`src/lpdc_pkg.sv`:
```
// Constants shared by the line powerdown controller
package lpdc_pkg;

  // ****************************************************
  // Timebase
  // ****************************************************
  localparam int unsigned CLK_HZ        = 25_000_000;
  localparam int unsigned CLK_PERIOD_NS = 40;

  // Line inactivity timeout, in seconds
  localparam int unsigned INACT_TIME_S  = 30;
  localparam int unsigned INACT_CYC     = 32'(64'(INACT_TIME_S) * 64'(CLK_HZ));
  // Invalid level persistence, least time, in ns
  localparam int unsigned INVALID_TIME_NS = 30_000;
  localparam int unsigned INVALID_CYC   =
    (INVALID_TIME_NS + CLK_PERIOD_NS - 1) / CLK_PERIOD_NS;
  // Valid level to indicator high, in ns
  localparam int unsigned VALID_TIME_NS = 1_000;
  localparam int unsigned VALID_CYC     =
    (VALID_TIME_NS + CLK_PERIOD_NS - 1) / CLK_PERIOD_NS;
  // Longest powerdown exit to transmit, in ns
  localparam int unsigned RECOVER_TIME_NS = 100_000;
  localparam int unsigned RECOVER_CYC   = RECOVER_TIME_NS / CLK_PERIOD_NS;

  // ****************************************************
  // Register map (byte addresses)
  // ****************************************************
  localparam logic [7:0] CTRL_OFS     = 8'h00;
  localparam logic [7:0] STATUS_OFS   = 8'h04;
  localparam logic [7:0] INT_STAT_OFS = 8'h08;
  localparam logic [7:0] INT_MASK_OFS = 8'h0C;

  // CTRL fields
  localparam int unsigned CTRL_RXDIS_BIT = 0;
  localparam int unsigned CTRL_WAKE_BIT  = 1;
  localparam logic        CTRL_RXDIS_RST = 1'b1;

  // STATUS fields
  localparam int unsigned ST_MODE_LSB    = 0;
  localparam int unsigned ST_INVALID_BIT = 2;
  localparam int unsigned ST_PUMP_BIT    = 3;
  localparam int unsigned ST_TMR_BIT     = 4;
  localparam int unsigned ST_FORCE_BIT   = 5;
  localparam int unsigned ST_INHIB_BIT   = 6;

  // Interrupt events
  localparam int unsigned EV_W           = 4;
  localparam int unsigned EV_PD_ENTER    = 0;
  localparam int unsigned EV_PD_EXIT     = 1;
  localparam int unsigned EV_INV_FALL    = 2;
  localparam int unsigned EV_INV_RISE    = 3;
  localparam logic [3:0]  INT_MASK_RST   = 4'h0;

  typedef enum logic [1:0] {
    LPDC_ACTIVE    = 2'b00,
    LPDC_AUTO_PD   = 2'b01,
    LPDC_MANUAL_PD = 2'b10
  } lpdc_mode_t;

endpackage

```
`src/lpdc_ctrl.sv`:
```
// Line transceiver powerdown controller with APB registers
//
// Chosen here: the register offsets and the APB interface to the registers.
`timescale 1ns/1ps

// What this block does
// - In any powerdown state the pump enable is low and every transmitter is tristated.
// - With force-off high and sleep inhibit high the block stays active and ignores the timer.
// - Force-off low forces manual powerdown above every other control and any line activity.
// - With receiver disable built in, standard receivers tristate in manual but not auto powerdown.
// - Both controls tied to one signal give a single active-low shutdown with no auto powerdown.
// - After any exit condition the pump and transmitters come back well within 100 us.
// - With inhibit low, manual powerdown ends only on both controls high, a line edge or a software wake.
// - With force-off high, a falling edge of sleep inhibit restarts the full 30 second inactivity timer.
// - With force-off high and inhibit low, 30 s without line edges enters auto powerdown.
// - With the invalid indicator fed to both controls, valid levels mean active, else powerdown.
// - The invalid indicator falls after 30 us of invalid levels on all receivers, in every mode.
// - The invalid indicator rises 1 us after a valid level on any receiver.
// - Once powered down, the timer stays expired until inhibit rises, a line edge comes or software writes the wake bit.
// - The monitor receiver output is enabled at all times.
module lpdc_ctrl #(
  parameter int unsigned NUM_TX    = 3,
  parameter int unsigned NUM_RX    = 5,
  parameter int unsigned INACT_CYC = lpdc_pkg::INACT_CYC
) (
  input  wire logic              clk_sys,
  input  wire logic              sys_rst,
  input  wire logic              clk_en,
  input  wire logic              power_off_force_n,
  input  wire logic              auto_sleep_inhibit,
  input  wire logic [NUM_TX-1:0] tx_in,
  input  wire logic [NUM_RX-1:0] rx_in,
  input  wire logic [NUM_RX-1:0] rx_level_ok,
  output logic                   pump_en_r,
  output logic      [NUM_TX-1:0] tx_oe_n_r,
  output logic      [NUM_RX-1:0] rx_oe_n_r,
  output logic                   monitor_rx_oe_n,
  output logic                   invalid_n_r,
  output logic                   irq_r,
  input  wire logic              psel,
  input  wire logic              penable,
  input  wire logic              pwrite,
  input  wire logic [7:0]        paddr,
  input  wire logic [31:0]       pwdata,
  output logic      [31:0]       prdata_r,
  output logic                   pready,
  output logic                   pslverr
);

  // ****************************************************
  // Input synchronisation and edge detection
  // ****************************************************
  localparam int unsigned SW = NUM_TX + 2 * NUM_RX + 2;

  logic [SW-1:0]            sync_s;
  logic                     force_n_s;
  logic                     inhib_s;
  logic                     inhib_d_r;
  logic [NUM_TX+NUM_RX-1:0] line_s;
  logic [NUM_TX+NUM_RX-1:0] line_d_r;
  logic [NUM_RX-1:0]        lvl_ok_s;
  logic                     line_edge;
  logic                     all_invalid;
  logic                     any_valid;

  lpdc_sync #(.WIDTH(SW)) u_sync (
    .clk_sys  (clk_sys),
    .sys_rst  (sys_rst),
    .clk_en   (clk_en),
    .async_in ({power_off_force_n, auto_sleep_inhibit, tx_in, rx_in, rx_level_ok}),
    .sync_r   (sync_s)
  );

  assign force_n_s   = sync_s[SW-1];
  assign inhib_s     = sync_s[SW-2];
  assign line_s      = sync_s[SW-3:NUM_RX];
  assign lvl_ok_s    = sync_s[NUM_RX-1:0];
  assign line_edge   = |(line_s ^ line_d_r);
  assign all_invalid = ~|lvl_ok_s;
  assign any_valid   = |lvl_ok_s;

  always_ff @(posedge clk_sys) begin
    if (sys_rst) begin
      line_d_r  <= '0;
      inhib_d_r <= 1'b0;
    end else if (clk_en) begin
      line_d_r  <= line_s;
      inhib_d_r <= inhib_s;
    end
  end

  // ****************************************************
  // Registers written by software
  // ****************************************************
  logic                    ctrl_rxdis_r;
  logic                    soft_wake;
  logic [lpdc_pkg::EV_W-1:0] int_stat_r;
  logic [lpdc_pkg::EV_W-1:0] int_mask_r;
  logic [lpdc_pkg::EV_W-1:0] ev_set;
  logic                    wr_acc;
  logic                    mapped;

  assign wr_acc    = psel && penable && pwrite;
  assign soft_wake = wr_acc && (paddr == lpdc_pkg::CTRL_OFS)
                     && pwdata[lpdc_pkg::CTRL_WAKE_BIT];
  assign mapped    = (paddr == lpdc_pkg::CTRL_OFS) || (paddr == lpdc_pkg::STATUS_OFS)
                     || (paddr == lpdc_pkg::INT_STAT_OFS) || (paddr == lpdc_pkg::INT_MASK_OFS);

  always_ff @(posedge clk_sys) begin
    if (sys_rst) begin
      ctrl_rxdis_r <= lpdc_pkg::CTRL_RXDIS_RST;
      int_mask_r   <= lpdc_pkg::INT_MASK_RST;
    end else if (clk_en && wr_acc) begin
      if (paddr == lpdc_pkg::CTRL_OFS) begin
        ctrl_rxdis_r <= pwdata[lpdc_pkg::CTRL_RXDIS_BIT];
      end
      if (paddr == lpdc_pkg::INT_MASK_OFS) begin
        int_mask_r <= pwdata[lpdc_pkg::EV_W-1:0];
      end
    end
  end

  // ****************************************************
  // Inactivity timer
  // ****************************************************
  lpdc_pkg::lpdc_mode_t mode_r;
  lpdc_pkg::lpdc_mode_t mode_nxt;
  logic                 tmr_exp;

  // Edge, inhibit high or software wake restarts; manual powerdown sets
  lpdc_delay #(.LIMIT(INACT_CYC)) u_inact (
    .clk_sys (clk_sys),
    .sys_rst (sys_rst),
    .clk_en  (clk_en),
    .clr     (line_edge || inhib_s || soft_wake),
    .set     (mode_r == lpdc_pkg::LPDC_MANUAL_PD),
    .done_r  (tmr_exp)
  );

  // ****************************************************
  // Power mode
  // ****************************************************
  always_comb begin
    if (!force_n_s) begin
      mode_nxt = lpdc_pkg::LPDC_MANUAL_PD;
    end else if (inhib_s) begin
      mode_nxt = lpdc_pkg::LPDC_ACTIVE;
    end else if (tmr_exp) begin
      mode_nxt = lpdc_pkg::LPDC_AUTO_PD;
    end else begin
      mode_nxt = lpdc_pkg::LPDC_ACTIVE;
    end
  end

  always_ff @(posedge clk_sys) begin
    if (sys_rst) begin
      mode_r    <= lpdc_pkg::LPDC_ACTIVE;
      pump_en_r <= 1'b1;
      tx_oe_n_r <= '0;
      rx_oe_n_r <= '0;
    end else if (clk_en) begin
      mode_r    <= mode_nxt;
      pump_en_r <= (mode_nxt == lpdc_pkg::LPDC_ACTIVE);
      tx_oe_n_r <= {NUM_TX{mode_nxt != lpdc_pkg::LPDC_ACTIVE}};
      rx_oe_n_r <= {NUM_RX{ctrl_rxdis_r && (mode_nxt == lpdc_pkg::LPDC_MANUAL_PD)}};
    end
  end

  assign monitor_rx_oe_n = 1'b0;

  // ****************************************************
  // Invalid level indicator
  // ****************************************************
  logic inv_done;
  logic val_done;

  lpdc_delay #(.LIMIT(lpdc_pkg::INVALID_CYC)) u_inv (
    .clk_sys (clk_sys),
    .sys_rst (sys_rst),
    .clk_en  (clk_en),
    .clr     (!(all_invalid && invalid_n_r)),
    .set     (1'b0),
    .done_r  (inv_done)
  );

  lpdc_delay #(.LIMIT(lpdc_pkg::VALID_CYC)) u_val (
    .clk_sys (clk_sys),
    .sys_rst (sys_rst),
    .clk_en  (clk_en),
    .clr     (!(any_valid && !invalid_n_r)),
    .set     (1'b0),
    .done_r  (val_done)
  );

  always_ff @(posedge clk_sys) begin
    if (sys_rst) begin
      invalid_n_r <= 1'b1;
    end else if (clk_en) begin
      if (inv_done && all_invalid) begin
        invalid_n_r <= 1'b0;
      end else if (val_done && any_valid) begin
        invalid_n_r <= 1'b1;
      end
    end
  end

  // ****************************************************
  // Interrupt status, mask and output
  // ****************************************************
  always_comb begin
    ev_set = '0;
    ev_set[lpdc_pkg::EV_PD_ENTER] = (mode_r == lpdc_pkg::LPDC_ACTIVE)
                                    && (mode_nxt != lpdc_pkg::LPDC_ACTIVE);
    ev_set[lpdc_pkg::EV_PD_EXIT]  = (mode_r != lpdc_pkg::LPDC_ACTIVE)
                                    && (mode_nxt == lpdc_pkg::LPDC_ACTIVE);
    ev_set[lpdc_pkg::EV_INV_FALL] = invalid_n_r && inv_done && all_invalid;
    ev_set[lpdc_pkg::EV_INV_RISE] = !invalid_n_r && val_done && any_valid;
  end

  // Set wins over a write-one clear in the same cycle
  always_ff @(posedge clk_sys) begin
    if (sys_rst) begin
      int_stat_r <= '0;
      irq_r      <= 1'b0;
    end else if (clk_en) begin
      if (wr_acc && (paddr == lpdc_pkg::INT_STAT_OFS)) begin
        int_stat_r <= (int_stat_r & ~pwdata[lpdc_pkg::EV_W-1:0]) | ev_set;
      end else begin
        int_stat_r <= int_stat_r | ev_set;
      end
      irq_r <= |(int_stat_r & int_mask_r);
    end
  end

  // ****************************************************
  // APB read path
  // ****************************************************
  assign pready  = 1'b1;
  assign pslverr = psel && penable && !mapped;

  always_ff @(posedge clk_sys) begin
    if (sys_rst) begin
      prdata_r <= 32'h0000_0000;
    end else if (clk_en && psel && !penable && !pwrite) begin
      prdata_r <= 32'h0000_0000;
      unique case (paddr)
        lpdc_pkg::CTRL_OFS: begin
          prdata_r[lpdc_pkg::CTRL_RXDIS_BIT] <= ctrl_rxdis_r;
        end
        lpdc_pkg::STATUS_OFS: begin
          prdata_r[lpdc_pkg::ST_MODE_LSB +: 2]     <= mode_r;
          prdata_r[lpdc_pkg::ST_INVALID_BIT]       <= invalid_n_r;
          prdata_r[lpdc_pkg::ST_PUMP_BIT]          <= pump_en_r;
          prdata_r[lpdc_pkg::ST_TMR_BIT]           <= tmr_exp;
          prdata_r[lpdc_pkg::ST_FORCE_BIT]         <= force_n_s;
          prdata_r[lpdc_pkg::ST_INHIB_BIT]         <= inhib_s;
        end
        lpdc_pkg::INT_STAT_OFS: begin
          prdata_r[lpdc_pkg::EV_W-1:0] <= int_stat_r;
        end
        lpdc_pkg::INT_MASK_OFS: begin
          prdata_r[lpdc_pkg::EV_W-1:0] <= int_mask_r;
        end
        default: begin
          prdata_r <= 32'h0000_0000;
        end
      endcase
    end
  end
endmodule // lpdc_ctrl

```
`src/lpdc_sync.sv`:
```
// Two-stage synchroniser for a vector of levels
`timescale 1ns/1ps
module lpdc_sync #(
  parameter int unsigned WIDTH = 1
) (
  input  wire logic             clk_sys,
  input  wire logic             sys_rst,
  input  wire logic             clk_en,
  input  wire logic [WIDTH-1:0] async_in,
  output logic      [WIDTH-1:0] sync_r
);
  logic [WIDTH-1:0] meta_r;

  always_ff @(posedge clk_sys) begin
    if (sys_rst) begin
      meta_r <= '0;
      sync_r <= '0;
    end else if (clk_en) begin
      meta_r <= async_in;
      sync_r <= meta_r;
    end
  end
endmodule // lpdc_sync

```
`src/lpdc_delay.sv`:
```
// Sticky delay counter: done after LIMIT cycles without clear
`timescale 1ns/1ps
module lpdc_delay #(
  parameter int unsigned LIMIT = 4
) (
  input  wire logic clk_sys,
  input  wire logic sys_rst,
  input  wire logic clk_en,
  input  wire logic clr,
  input  wire logic set,
  output logic      done_r
);
  localparam int unsigned WIDTH = $clog2(LIMIT + 1);

  logic [WIDTH-1:0] cnt_r;

  always_ff @(posedge clk_sys) begin
    if (sys_rst) begin
      cnt_r  <= '0;
      done_r <= 1'b0;
    end else if (clk_en) begin
      if (clr) begin
        cnt_r  <= '0;
        done_r <= 1'b0;
      end else if (set) begin
        done_r <= 1'b1;
      end else if (!done_r) begin
        if (cnt_r == WIDTH'(LIMIT - 1)) begin
          done_r <= 1'b1;
        end else begin
          cnt_r <= cnt_r + WIDTH'(1);
        end
      end
    end
  end
endmodule // lpdc_delay

```
`config.mk`:
```
export PLATFORM = sky130hd
export DESIGN_NAME = lpdc_ctrl
export DESIGN_NICKNAME = d
export VERILOG_FILES = /design/src/lpdc_pkg.sv /design/src/lpdc_ctrl.sv /design/src/lpdc_sync.sv /design/src/lpdc_delay.sv
export SDC_FILE = /design/constraint.sdc
export NUM_CORES = 1
export LEC_CHECK = 0
export BUFFER_PORTS_ARGS = -buffer_cell sky130_fd_sc_hd__buf_2
export CAP_MARGIN = 5
export CORE_UTILIZATION = 40
export DETAILED_ROUTE_END_ITERATION = 7
export GPL_TIMING_DRIVEN = 0
export PLACE_DENSITY = 0.64
export SYNTH_ARGS = -nofsm -noshare
export SYNTH_HDL_FRONTEND = slang
export SYNTH_HIERARCHICAL = 1
export SYNTH_SLANG_ARGS = --single-unit
```
`constraint.sdc`:
```
create_clock -name clk_sys -period 2.7 [get_ports clk_sys]
set_input_delay 0.27 -clock clk_sys [delete_from_list [all_inputs] [get_ports clk_sys]]
set_output_delay 0.27 -clock clk_sys [all_outputs]
set_load 0.02 [all_outputs]
```
-- Word-level counts from Yosys, hierarchy flattened
Index checks and enable logic that the tools add are counted.
- input bits: 61
- output and inout bits: 46
- flip-flop bits (word level): 109
- logic and storage cells: 118
- multiplexer cells: 29
- reductions and logical operators: 46
- equality and inequality tests: 15
- add/subtract/negate cells: 3
- bitwise operators: 6
- operator list (cell ; count):
    $mux 30 ; 4
    $add 30x1->30 const B ; 1
    $eq 30x30->1 const B ; 1
    $mux 10 ; 3
    $logic_and 1x1->1 ; 21
    $eq 8x4->1 const B ; 2
    $mux 5 ; 3
    $mux 1 ; 14
    $add 10x1->10 const B ; 1
    $eq 10x10->1 const B ; 1
    $pmux 3 s3 ; 1
    $and 4x4->4 ; 2
    $eq 8x3->1 const B ; 1
    $logic_not 8->1 ; 1
    $ne 2x2->1 const B ; 4
    $or 4x4->4 ; 2
    $reduce_or 8->1 ; 1
    $xor 8x8->8 ; 1
    $ne 2x1->1 const B ; 3
    $reduce_and 2->1 ; 3
    $reduce_and 3->1 ; 2
    $reduce_bool 2->1 ; 3
    $add 5x1->5 const B ; 1
    $eq 5x5->1 const B ; 1
    12 further kinds ; 22

-- Logic depth before layout (Yosys ltp)
Gate-level depths: netlist of the first run.
- depth in word-level cells: 7
- mapped depth: 10
- mapped depth without buffers: 8

-- Hierarchy
Netlist of the first run, hierarchy kept.
- by module, submodules not included (module ; cells each ; area an instance (um2) ; times used ; sequential area each (um2)):
    lpdc_ctrl ; 204 ; 1854.3 ; 1 ; 620.6
    lpdc_delay at u_inact ; 234 ; 1826.8 ; 1 ; 620.6
    lpdc_sync ; 97 ; 1096.1 ; 1 ; 600.6
    lpdc_delay at u_inv ; 70 ; 604.3 ; 1 ; 220.2
    lpdc_delay at u_val ; 36 ; 309.0 ; 1 ; 120.1

-- Worst setup path before layout of the first run
OpenSTA, ideal clock, no wires.
- kind: input to register
- from: in paddr[1]
- to: reg u_inact.cnt_r[3]
- setup time: 0.128 ns
- buffers on the path: 3
- path slack: 0.385 ns
- required time: 2.572 ns
- stages: 10
- arrival: 2.187 ns
- cell sequence: or4_4 buf_6 nor4_1 nand4b_1 nand2b_1 clkbuf_1 nor3_1 clkbuf_1 a31oi_1 a31oi_1
- cells in the longest elaborated chain, start to end: 6
- elaborated cells between the ends (all ways): 9
- classes of those cells: eq/ne (3); mux (1); reduce/logical (5)
- ends and longest elaborated chain (what ; line ; source):
    start: declaration ; lpdc_ctrl.sv:43 ; input wire logic [7:0] paddr,
    $logic_not 8->1 (*) ; lpdc_ctrl.sv:104 ; assign soft_wake = wr_acc && (paddr == lpdc_pkg::CTRL_OFS)
    $logic_and 1x1->1 (*) ; lpdc_ctrl.sv:104 ;
    $logic_and 1x1->1 (*) ; lpdc_ctrl.sv:105 ; && pwdata[lpdc_pkg::CTRL_WAKE_BIT];
    $logic_or 1x1->1 (*) ; lpdc_ctrl.sv:135 ; .clr (line_edge || inhib_s || soft_wake),
    $ne 2x1->1 (no line) ; - ;
    $reduce_and 4->1 (no line) ; - ;
    end signal: assignment ; lpdc_delay.sv:31 ; cnt_r <= cnt_r + WIDTH'(1);
    end: declaration ; lpdc_delay.sv:15 ; logic [WIDTH-1:0] cnt_r;
Every way passes the cells marked *; elsewhere a longest branch is shown, timed or not.
A chain may end at the register's enable or synchronous reset.

-- Worst setup path after layout of the first run
- from: reg u_inact.cnt_r[11]
- to: reg u_inact.cnt_r[20]
- cells in the longest elaborated chain, start to end: 5
- elaborated cells between the ends (all ways): 8
- classes of those cells: add/sub (1); eq/ne (2); mux (4); reduce/logical (1)
- ends and longest elaborated chain (what ; line ; source):
    $add 30x1->30 ; lpdc_delay.sv:31 ;
    $mux 30 ; lpdc_delay.sv:28 ; if (cnt_r == WIDTH'(LIMIT - 1)) begin
    $mux 30 ; lpdc_delay.sv:27 ; end else if (!done_r) begin
    $mux 30 ; lpdc_delay.sv:25 ; end else if (set) begin
    $mux 30 ; lpdc_delay.sv:22 ; if (clr) begin
Several ways; a longest one is shown, not always the timed one. The select of a mux whose other input is x is not followed.

==> results of run 1 <==
## sequential cells by signal (all words and copies together), names as in the netlist, 2 cells and up
signal	flops
u_inact/cnt_r	30
u_sync/meta_r	15
u_sync/sync_r	15
u_inv/cnt_r	10
line_d_r	8
prdata_r	7
u_val/cnt_r	5
int_mask_r	4
int_stat_r	4
mode_r	2
## worst max-delay path, delay by kind of cell (launching register included)
family | cells | cell delay (ps)
compound gates | 2 | 280
buf+inv | 2 | 410
flops | 1 | 400
simple gates | 3 | 1370
## path summary, 6_finish.rpt
kind	cells past startpoint	end	slack, ps
worst max register to register	7	u_inact/cnt_r[20]$_SDFFE_PP0P_	100
worst max-delay path	7	u_inact/cnt_r[20]$_SDFFE_PP0P_	100
worst min register to register	2	u_val/cnt_r[4]$_SDFFE_PP0P_	490
worst min-delay path	3	u_sync/meta_r[2]$_SDFFE_PP0P_	130
## per-layer routing
metal / GRT usage / part of all wire
met4: 0.07330 / 0.017
met3: 0.04887 / 0.061
met2: 0.3218 / 0.48
met5: 0 / 0
met1: 0.2447 / 0.45
## through the flow
stage	setup WS [ps]	instances
6_report	96.39	916
4_1_cts	6.174	915
5_1_grt	4.177	916
3_5_place_dp	-529.7	900
2_1_floorplan	385.1	670
3_3_place_gp	-520.4	900
## cell usage in the layout, fill, tap and decap left out, types with 9 or more instances in the layout
cell type and n:
sky130_fd_sc_hd__xor2_1 9, sky130_fd_sc_hd__nand2b_1 17, sky130_fd_sc_hd__and3_1 9, sky130_fd_sc_hd__nor2_1 62, sky130_fd_sc_hd__dfxtp_1 109, sky130_fd_sc_hd__inv_1 12, sky130_fd_sc_hd__clkbuf_1 25, sky130_fd_sc_hd__clkbuf_16 9
sky130_fd_sc_hd__mux2i_1 47, sky130_fd_sc_hd__buf_4 34, sky130_fd_sc_hd__a21oi_1 19, sky130_fd_sc_hd__nor3_1 9, sky130_fd_sc_hd__nand3_1 32, sky130_fd_sc_hd__nand4_1 26, sky130_fd_sc_hd__nand2_1 28, sky130_fd_sc_hd__buf_2 51
sky130_fd_sc_hd__conb_1 31, sky130_fd_sc_hd__o21ai_0 18, sky130_fd_sc_hd__a31oi_1 20, sky130_fd_sc_hd__o31ai_1 15
## repair_timing
item,CTS,global route
endpoints found under the setup margin,11,15
setup buffers,0,1
resized for setup,2,6
pin swaps,0,1
## kinds of logic (layout without fill, tap and decap cells)
family                   after synthesis  in the layout  share of synthesized area
XOR/XNOR                              10             10                    0.01539
other                                  2             31                   0.001320
flip-flops                           109            109                     0.3835
buffers and inverters                 80            146                    0.08619
multiplexers                          51             51                    0.09257
AO/OA/AOI/OAI                        119            119                     0.1418
adder cells (fa/ha/maj)                5              5                    0.01099
AND/OR/NAND/NOR                      265            265                     0.2683
## area by class of cell
cell class                 count  area, um^2
buffer                        67       444.2
clock buffer                   9       225.2
clock inverter                 7       103.9
fill                        1329        7249
inverter                      12       45.04
multi-input combinational    481        3148
sequential                   109        2182
tap                          180       225.2
timing repair buffer          51       257.7
## power by group
part | switching, mW | internal [mW] | leakage (nW) | total, mW
clock network | 0.733 | 0.689 | 0.158 | 1.42
registers | 0.0401 | 1.65 | 0.885 | 1.69
logic | 0.301 | 0.188 | 1.58 | 0.489
==> run_summary.xml, run 1 <==
<?xml version="1.0" encoding="UTF-8"?>
<metrics>
  <group name="floorplanning">
    <metric name="io_pins" unit="">107</metric>
    <metric name="chipHeight" unit="um">121.3</metric>
    <metric name="die_w" unit="um">121.3</metric>
    <metric name="design.core.area" unit="um^2">13880</metric>
    <metric name="initial_utilization" unit="">0.4100</metric>
    <metric name="fp.dieArea" unit="um^2">14710</metric>
    <metric name="number_of_rows_created_at_floorplan" unit="">43</metric>
  </group>
  <group name="outcome">
    <metric name="run_status" unit="">finished clean</metric>
  </group>
  <group name="route">
    <metric name="firstDrtPassIters" unit="">5</metric>
    <metric name="routed_wire_length_per_instance" unit="um">15.10</metric>
    <metric name="finalWirelength" unit="um">13830</metric>
    <metric name="drt_drc_violations_left" unit="">0</metric>
    <metric name="ant_nets" unit="">0</metric>
    <metric name="via_cell_ratio" unit="">5.502</metric>
    <metric name="vias" unit="">5040</metric>
    <metric name="first_iter_violations" unit="">336</metric>
  </group>
  <group name="logic_synthesis">
    <metric name="asyncSetResetFlopFracSynth" unit="">0</metric>
    <metric name="post-synth-top-area-fraction" unit="">0.3835</metric>
    <metric name="synth-seq-cells" unit="">109</metric>
    <metric name="synth.largest_area_cell" unit="">sky130_fd_sc_hd__dfxtp_1</metric>
    <metric name="synth.distinct_cells" unit="">71</metric>
    <metric name="synthesis.area" unit="um^2">5690</metric>
    <metric name="postSynthAreaPerCell" unit="um^2">8.877</metric>
    <metric name="yosys.cell_count.top_type" unit="">sky130_fd_sc_hd__dfxtp_1</metric>
    <metric name="syn_inst" unit="">641</metric>
    <metric name="ys_top_cells_by_count" unit="">sky130_fd_sc_hd__dfxtp_1, sky130_fd_sc_hd__nor2_1, sky130_fd_sc_hd__mux2i_1</metric>
    <metric name="synth.area.top_cells" unit="">sky130_fd_sc_hd__dfxtp_1, sky130_fd_sc_hd__mux2i_1, sky130_fd_sc_hd__buf_4</metric>
    <metric name="seq_area_frac_synth" unit="">0.3835</metric>
    <metric name="synth_top_flop_cell" unit="">sky130_fd_sc_hd__dfxtp_1</metric>
    <metric name="synth-edff-count" unit="">0</metric>
    <metric name="ys_warn_count" unit="">6</metric>
  </group>
  <group name="timing">
    <metric name="relSlewSlack" unit="">0.3707</metric>
    <metric name="final_period_minus_worst_setup_slack" unit="ps">2604</metric>
    <metric name="report.final.setup_viol" unit="">0</metric>
    <metric name="final_max_slew_viol_count" unit="">0</metric>
    <metric name="setup_total_negative_slack" unit="ps">0</metric>
    <metric name="skew" unit="ps">10.96</metric>
    <metric name="rsz_0062_raised_after_global_routing" unit="">no</metric>
    <metric name="maxClockFrequency" unit="GHz">0.3841</metric>
    <metric name="hold_viol_final" unit="">0</metric>
    <metric name="slew_worst_pin" unit="ps">935.4</metric>
    <metric name="period_share" unit="">0.9643</metric>
    <metric name="timing.hold.ws" unit="ps">133.4</metric>
  </group>
  <group name="place">
    <metric name="port-buffer-count" unit="">50</metric>
    <metric name="placed_cell_area" unit="um^2">6275</metric>
    <metric name="finalWeightedCongestion" unit="">0.8799</metric>
    <metric name="dp_hpwl" unit="um">10070</metric>
  </group>
  <group name="clocking">
    <metric name="cts.sink_count" unit="">109</metric>
    <metric name="cts_root_buf" unit="">sky130_fd_sc_hd__clkbuf_16</metric>
    <metric name="cts_made_buffers" unit="">9</metric>
    <metric name="cts.hold.buffers_added" unit="">0</metric>
    <metric name="tritoncts" unit="">yes</metric>
    <metric name="insertion_delay" unit="ps">370</metric>
    <metric name="cts_max_level" unit="">3</metric>
    <metric name="cts.reportedPaths.clkPinSlew" unit="ps">90</metric>
    <metric name="cts_max_path_buffers" unit="">2</metric>
  </group>
  <group name="min_path">
    <metric name="min_path_type" unit="">in -&gt; reg</metric>
    <metric name="hp-start" unit="">rx_level_ok[2]</metric>
  </group>
  <group name="grt">
    <metric name="largest_net_degree_at_the_start_of_global_routing" unit="">31</metric>
    <metric name="grt_overflow" unit="">0</metric>
    <metric name="vias_in_the_first_global_route" unit="">4680</metric>
    <metric name="grt_antenna_before_repair" unit="">0</metric>
    <metric name="gr-usage-all-layers" unit="">0.1953</metric>
    <metric name="wire_length_of_the_first_global_routing_pass" unit="um">22700</metric>
  </group>
  <group name="final_layout">
    <metric name="nets" unit="">797</metric>
    <metric name="drive_above_1_share" unit="">0.1861</metric>
    <metric name="num_antenna_cells" unit="">0</metric>
    <metric name="finish.utilization" unit="">0.4777</metric>
    <metric name="area_growth" unit="%">16.53</metric>
    <metric name="layout.cell_area.non_filler" unit="um^2">6631</metric>
  </group>
  <group name="power">
    <metric name="design_power_total" unit="mW">3.600</metric>
    <metric name="power-per-cell-area" unit="nW/um^2">542.9</metric>
    <metric name="largest_voltage_drop_on_the_vdd_net" unit="mV">0.3813</metric>
    <metric name="static-leakage-power" unit="nW">2.621</metric>
  </group>
  <group name="critical_path">
    <metric name="critical_path.reg2reg.startpoint" unit="">u_inact/cnt_r[11]$_SDFFE_PP0P_</metric>
    <metric name="worst-setup-path-type" unit="">reg -&gt; reg</metric>
    <metric name="critPathCaptureType" unit="">flip-flop</metric>
    <metric name="crit_arrival" unit="ps">2830</metric>
    <metric name="critPathLaunchType" unit="">flip-flop</metric>
    <metric name="max_stage_delay" unit="ps">570</metric>
    <metric name="cp_cell_sequence" unit="">or4b_1 -&gt; or4_4 -&gt; or2_1 -&gt; clkbuf_2 -&gt; clkbuf_2 -&gt; a31oi_1 -&gt; a31oi_1</metric>
    <metric name="cp_max_fo" unit="">10</metric>
    <metric name="critPathLaunch" unit="">u_inact/cnt_r[11]$_SDFFE_PP0P_</metric>
    <metric name="worst_ep_required_time" unit="ps">2930</metric>
    <metric name="critical-path-slowest-cell" unit="">sky130_fd_sc_hd__or4_4</metric>
  </group>
  <group name="run">
    <metric name="max_cap_viol_count" unit="">0</metric>
  </group>
</metrics>
Power figures use the tool's default switching activity.
==> run 2, diff against run 1 <==
Settings changed: PLACE_DENSITY 0.64 to 0.67, SYNTH_HIERARCHICAL 1 to not set.
Clock period 2.7 ns to 2.25 ns, I/O delays scaled along.
==> run_summary.xml, run 2 <==
<?xml version="1.0" encoding="UTF-8"?>
<metrics>
  <group name="outcome">
    <metric name="run_status" unit="">finished clean</metric>
  </group>
  <group name="grt">
    <metric name="gr-usage-all-layers" unit="">0.1880</metric>
    <metric name="grt_antenna_before_repair" unit="">1</metric>
    <metric name="wire_length_of_the_first_global_routing_pass" unit="um">19820</metric>
    <metric name="vias_in_the_first_global_route" unit="">4138</metric>
    <metric name="grt_overflow" unit="">0</metric>
    <metric name="largest_net_degree_at_the_start_of_global_routing" unit="">23</metric>
  </group>
  <group name="floorplanning">
    <metric name="design.core.area" unit="um^2">12620</metric>
    <metric name="die_w" unit="um">115.9</metric>
    <metric name="chipHeight" unit="um">115.9</metric>
    <metric name="fp.dieArea" unit="um^2">13430</metric>
    <metric name="number_of_rows_created_at_floorplan" unit="">41</metric>
    <metric name="initial_utilization" unit="">0.4113</metric>
    <metric name="io_pins" unit="">107</metric>
  </group>
  <group name="clocking">
    <metric name="cts.reportedPaths.clkPinSlew" unit="ps">80</metric>
    <metric name="cts_max_path_buffers" unit="">2</metric>
    <metric name="cts_made_buffers" unit="">9</metric>
    <metric name="cts_max_level" unit="">3</metric>
    <metric name="cts_root_buf" unit="">sky130_fd_sc_hd__clkbuf_16</metric>
    <metric name="insertion_delay" unit="ps">360</metric>
    <metric name="cts.sink_count" unit="">109</metric>
    <metric name="tritoncts" unit="">yes</metric>
  </group>
  <group name="timing">
    <metric name="report.final.setup_viol" unit="">0</metric>
    <metric name="slew_worst_pin" unit="ps">863.9</metric>
    <metric name="period_share" unit="">0.9701</metric>
    <metric name="hold_viol_final" unit="">0</metric>
    <metric name="setup_slack" unit="ps">67.24</metric>
    <metric name="final_max_slew_viol_count" unit="">0</metric>
    <metric name="maxClockFrequency" unit="GHz">0.4581</metric>
    <metric name="final_period_minus_worst_setup_slack" unit="ps">2183</metric>
    <metric name="relSlewSlack" unit="">0.4180</metric>
    <metric name="skew" unit="ps">14.30</metric>
    <metric name="rsz_0062_raised_after_global_routing" unit="">yes</metric>
  </group>
  <group name="run">
    <metric name="max_cap_viol_count" unit="">0</metric>
  </group>
  <group name="final_layout">
    <metric name="nets" unit="">741</metric>
    <metric name="layout_common_cells" unit="">sky130_fd_sc_hd__nor2_1, sky130_fd_sc_hd__dfxtp_1, sky130_fd_sc_hd__buf_2</metric>
    <metric name="fill_cells" unit="">1231</metric>
    <metric name="max_flop_register" unit="">u_inact.cnt_r</metric>
    <metric name="multi_input_comb_area" unit="um^2">2845</metric>
    <metric name="drive_above_1_share" unit="">0.2221</metric>
    <metric name="area_growth" unit="%">21.26</metric>
    <metric name="num_antenna_cells" unit="">0</metric>
    <metric name="finish.utilization" unit="">0.4987</metric>
    <metric name="flip_flop_count_of_the_largest_register_all_copies_and_words_added" unit="">30</metric>
    <metric name="ff_latch_area" unit="um^2">2191</metric>
    <metric name="layout.cell_area.non_filler" unit="um^2">6294</metric>
    <metric name="top_regs" unit="">u_inact.cnt_r: 30 flops, u_sync.meta_r: 15 flops, u_sync.sync_r: 15 flops</metric>
  </group>
  <group name="power">
    <metric name="design_power_total" unit="mW">4.225</metric>
    <metric name="largest_voltage_drop_on_the_vdd_net" unit="mV">0.5860</metric>
    <metric name="power-per-cell-area" unit="nW/um^2">671.3</metric>
    <metric name="static-leakage-power" unit="nW">2.579</metric>
  </group>
  <group name="critical_path">
    <metric name="crit_arrival" unit="ps">2440</metric>
    <metric name="worst_ep_required_time" unit="ps">2500</metric>
    <metric name="cp_max_fo" unit="">6</metric>
    <metric name="cp_cell_sequence" unit="">ha_4 -&gt; nor4b_4 -&gt; nand4_1 -&gt; nor4_4 -&gt; or2_4 -&gt; buf_12 -&gt; buf_4 -&gt; buf_4 -&gt; a21oi_1 -&gt; xnor2_1 -&gt; nor2_1</metric>
    <metric name="max_stage_delay" unit="ps">380</metric>
    <metric name="critPathCaptureType" unit="">flip-flop</metric>
    <metric name="critical-path-slowest-cell" unit="">sky130_fd_sc_hd__dfxtp_4</metric>
    <metric name="critical_path.top_delay_family" unit="">simple AND/OR/NAND/NOR gates</metric>
    <metric name="critPathLaunch" unit="">u_inact.cnt_r[0]$_SDFFE_PP0P_</metric>
    <metric name="worst-setup-path-type" unit="">reg -&gt; reg</metric>
    <metric name="crit_top_cell" unit="">sky130_fd_sc_hd__buf_4</metric>
    <metric name="cp.buffers_inverters" unit="">3</metric>
    <metric name="critPathLaunchType" unit="">flip-flop</metric>
    <metric name="critical_path.reg2reg.startpoint" unit="">u_inact.cnt_r[0]$_SDFFE_PP0P_</metric>
  </group>
  <group name="route">
    <metric name="vias" unit="">4369</metric>
    <metric name="first_iter_violations" unit="">284</metric>
    <metric name="ant_nets" unit="">0</metric>
    <metric name="finalWirelength" unit="um">12190</metric>
    <metric name="firstDrtPassIters" unit="">7</metric>
    <metric name="drt_drc_violations_left" unit="">0</metric>
    <metric name="via_cell_ratio" unit="">5.128</metric>
    <metric name="routed_wire_length_per_instance" unit="um">14.30</metric>
  </group>
  <group name="logic_synthesis">
    <metric name="synthesis.area" unit="um^2">5190</metric>
    <metric name="seq_area_frac_synth" unit="">0.4204</metric>
    <metric name="synth.largest_area_cell" unit="">sky130_fd_sc_hd__dfxtp_1</metric>
    <metric name="synth-edff-count" unit="">0</metric>
    <metric name="synth.distinct_cells" unit="">63</metric>
    <metric name="synth-seq-cells" unit="">109</metric>
    <metric name="postSynthAreaPerCell" unit="um^2">8.902</metric>
    <metric name="asyncSetResetFlopFracSynth" unit="">0</metric>
    <metric name="post-synth-top-area-fraction" unit="">0.4204</metric>
    <metric name="ys_warn_count" unit="">0</metric>
    <metric name="yosys.cell_count.top_type" unit="">sky130_fd_sc_hd__dfxtp_1</metric>
    <metric name="syn_inst" unit="">583</metric>
    <metric name="synth_top_flop_cell" unit="">sky130_fd_sc_hd__dfxtp_1</metric>
    <metric name="ys_top_cells_by_count" unit="">sky130_fd_sc_hd__dfxtp_1, sky130_fd_sc_hd__nor2_1, sky130_fd_sc_hd__mux2i_1</metric>
    <metric name="synth.area.top_cells" unit="">sky130_fd_sc_hd__dfxtp_1, sky130_fd_sc_hd__mux2i_1, sky130_fd_sc_hd__nor2_1</metric>
  </group>
  <group name="place">
    <metric name="finalWeightedCongestion" unit="">0.9035</metric>
    <metric name="dp_hpwl" unit="um">8866</metric>
    <metric name="placed_cell_area" unit="um^2">5739</metric>
    <metric name="port-buffer-count" unit="">48</metric>
    <metric name="preCtsSetupSlack" unit="ps">-389.4</metric>
  </group>
  <group name="min_path">
    <metric name="hp-start" unit="">tx_in[1]</metric>
    <metric name="min_path_type" unit="">in -&gt; reg</metric>
  </group>
</metrics>
[run 2: changes by cell type after synthesis, sizes merged, moves of 8 or more]
cell,change
nand4,-12
nand2,+8
a31oi,-17
nand2b,-16
nor2,+47
o31ai,-15
nand3,-13
clkbuf,-13
xnor2,+20
[run 2: area by class of cell]
class                   instances  area share
multi-input cells             432      0.4521
flip-flops and latches        109      0.3481
plain buffers                  57     0.06243
repair buffers                 57     0.04891
clock buffers                   9     0.03579
well taps                     172     0.03419
clock inverters                 7     0.01312
inverters                       9    0.005368
[run 2: routing by layer]
layer	GRT usage	part of all wire	wire length, um	vias to the layer above
li1	-	-	-	2174
met1	0.2314	0.44	5334	2061
met2	0.3226	0.50	6078	119
met3	0.04498	0.052	637	15
met4	0.06068	0.011	136	0
met5	0	0	0	-
[run 2: cell families (layout without fill, tap and decap cells)]
group / after synthesis / in the layout / share of synthesized area
xor gates and xnor gates: 34 / 34 / 0.05738
DFF: 109 / 109 / 0.4204
and+or+nand+nor: 240 / 240 / 0.2264
muxes: 46 / 46 / 0.09161
AOI/OAI and AO/OA: 80 / 80 / 0.1148
buffers and inverters: 67 / 139 / 0.07594
other: 2 / 27 / 0.001447
adders and majority gates: 5 / 5 / 0.01205
[run 2: path summary, 6_finish.rpt]
check | to | slack, ps | depth (start not counted)
max | u_inact.cnt_r[3]$_SDFFE_PP0P_ | 70 | 11
min | u_sync.meta_r[11]$_SDFFE_PP0P_ | 100 | 3
max reg2reg | u_inact.cnt_r[3]$_SDFFE_PP0P_ | 70 | 11
min reg2reg | int_stat_r[1]$_SDFFE_PP0P_ | 490 | 2
[run 2: metrics by stage]
step / setup TNS [ps] / instances / hold slack [ps]
6_report: 0 / 852 / 98.31
3_5_place_dp: -8361 / 828 / 466.4
4_1_cts: 0 / 844 / 92.09
2_1_floorplan: 0 / 608 / 353.5
5_1_grt: -54.16 / 852 / 105.5
3_3_place_gp: -8120 / 828 / 459.8
[run 2: timing repair]
action,CTS,global route
setup buffers,0,9
hold buffers,0,0
resized for setup,17,27
cloned,0,0
setup endpoints to repair,30,20
pin swaps,1,13
[run 2: worst reg2reg max path: stages (launching register included)]
cell	delay (ps)
sky130_fd_sc_hd__dfxtp_4	380
sky130_fd_sc_hd__ha_4	170
sky130_fd_sc_hd__nor4b_4	190
sky130_fd_sc_hd__nand4_1	170
sky130_fd_sc_hd__nor4_4	350
sky130_fd_sc_hd__or2_4	200
sky130_fd_sc_hd__buf_12	120
sky130_fd_sc_hd__buf_4	140
sky130_fd_sc_hd__buf_4	110
sky130_fd_sc_hd__a21oi_1	70
sky130_fd_sc_hd__xnor2_1	140
sky130_fd_sc_hd__nor2_1	50
[run 2: report_power, final]
part	switching (mW)	leakage, nW	internal [mW]
sequential	0.0504	0.887	1.98
clock	0.823	0.148	0.799
combinational	0.338	1.54	0.235
total	1.21	2.58	3.01
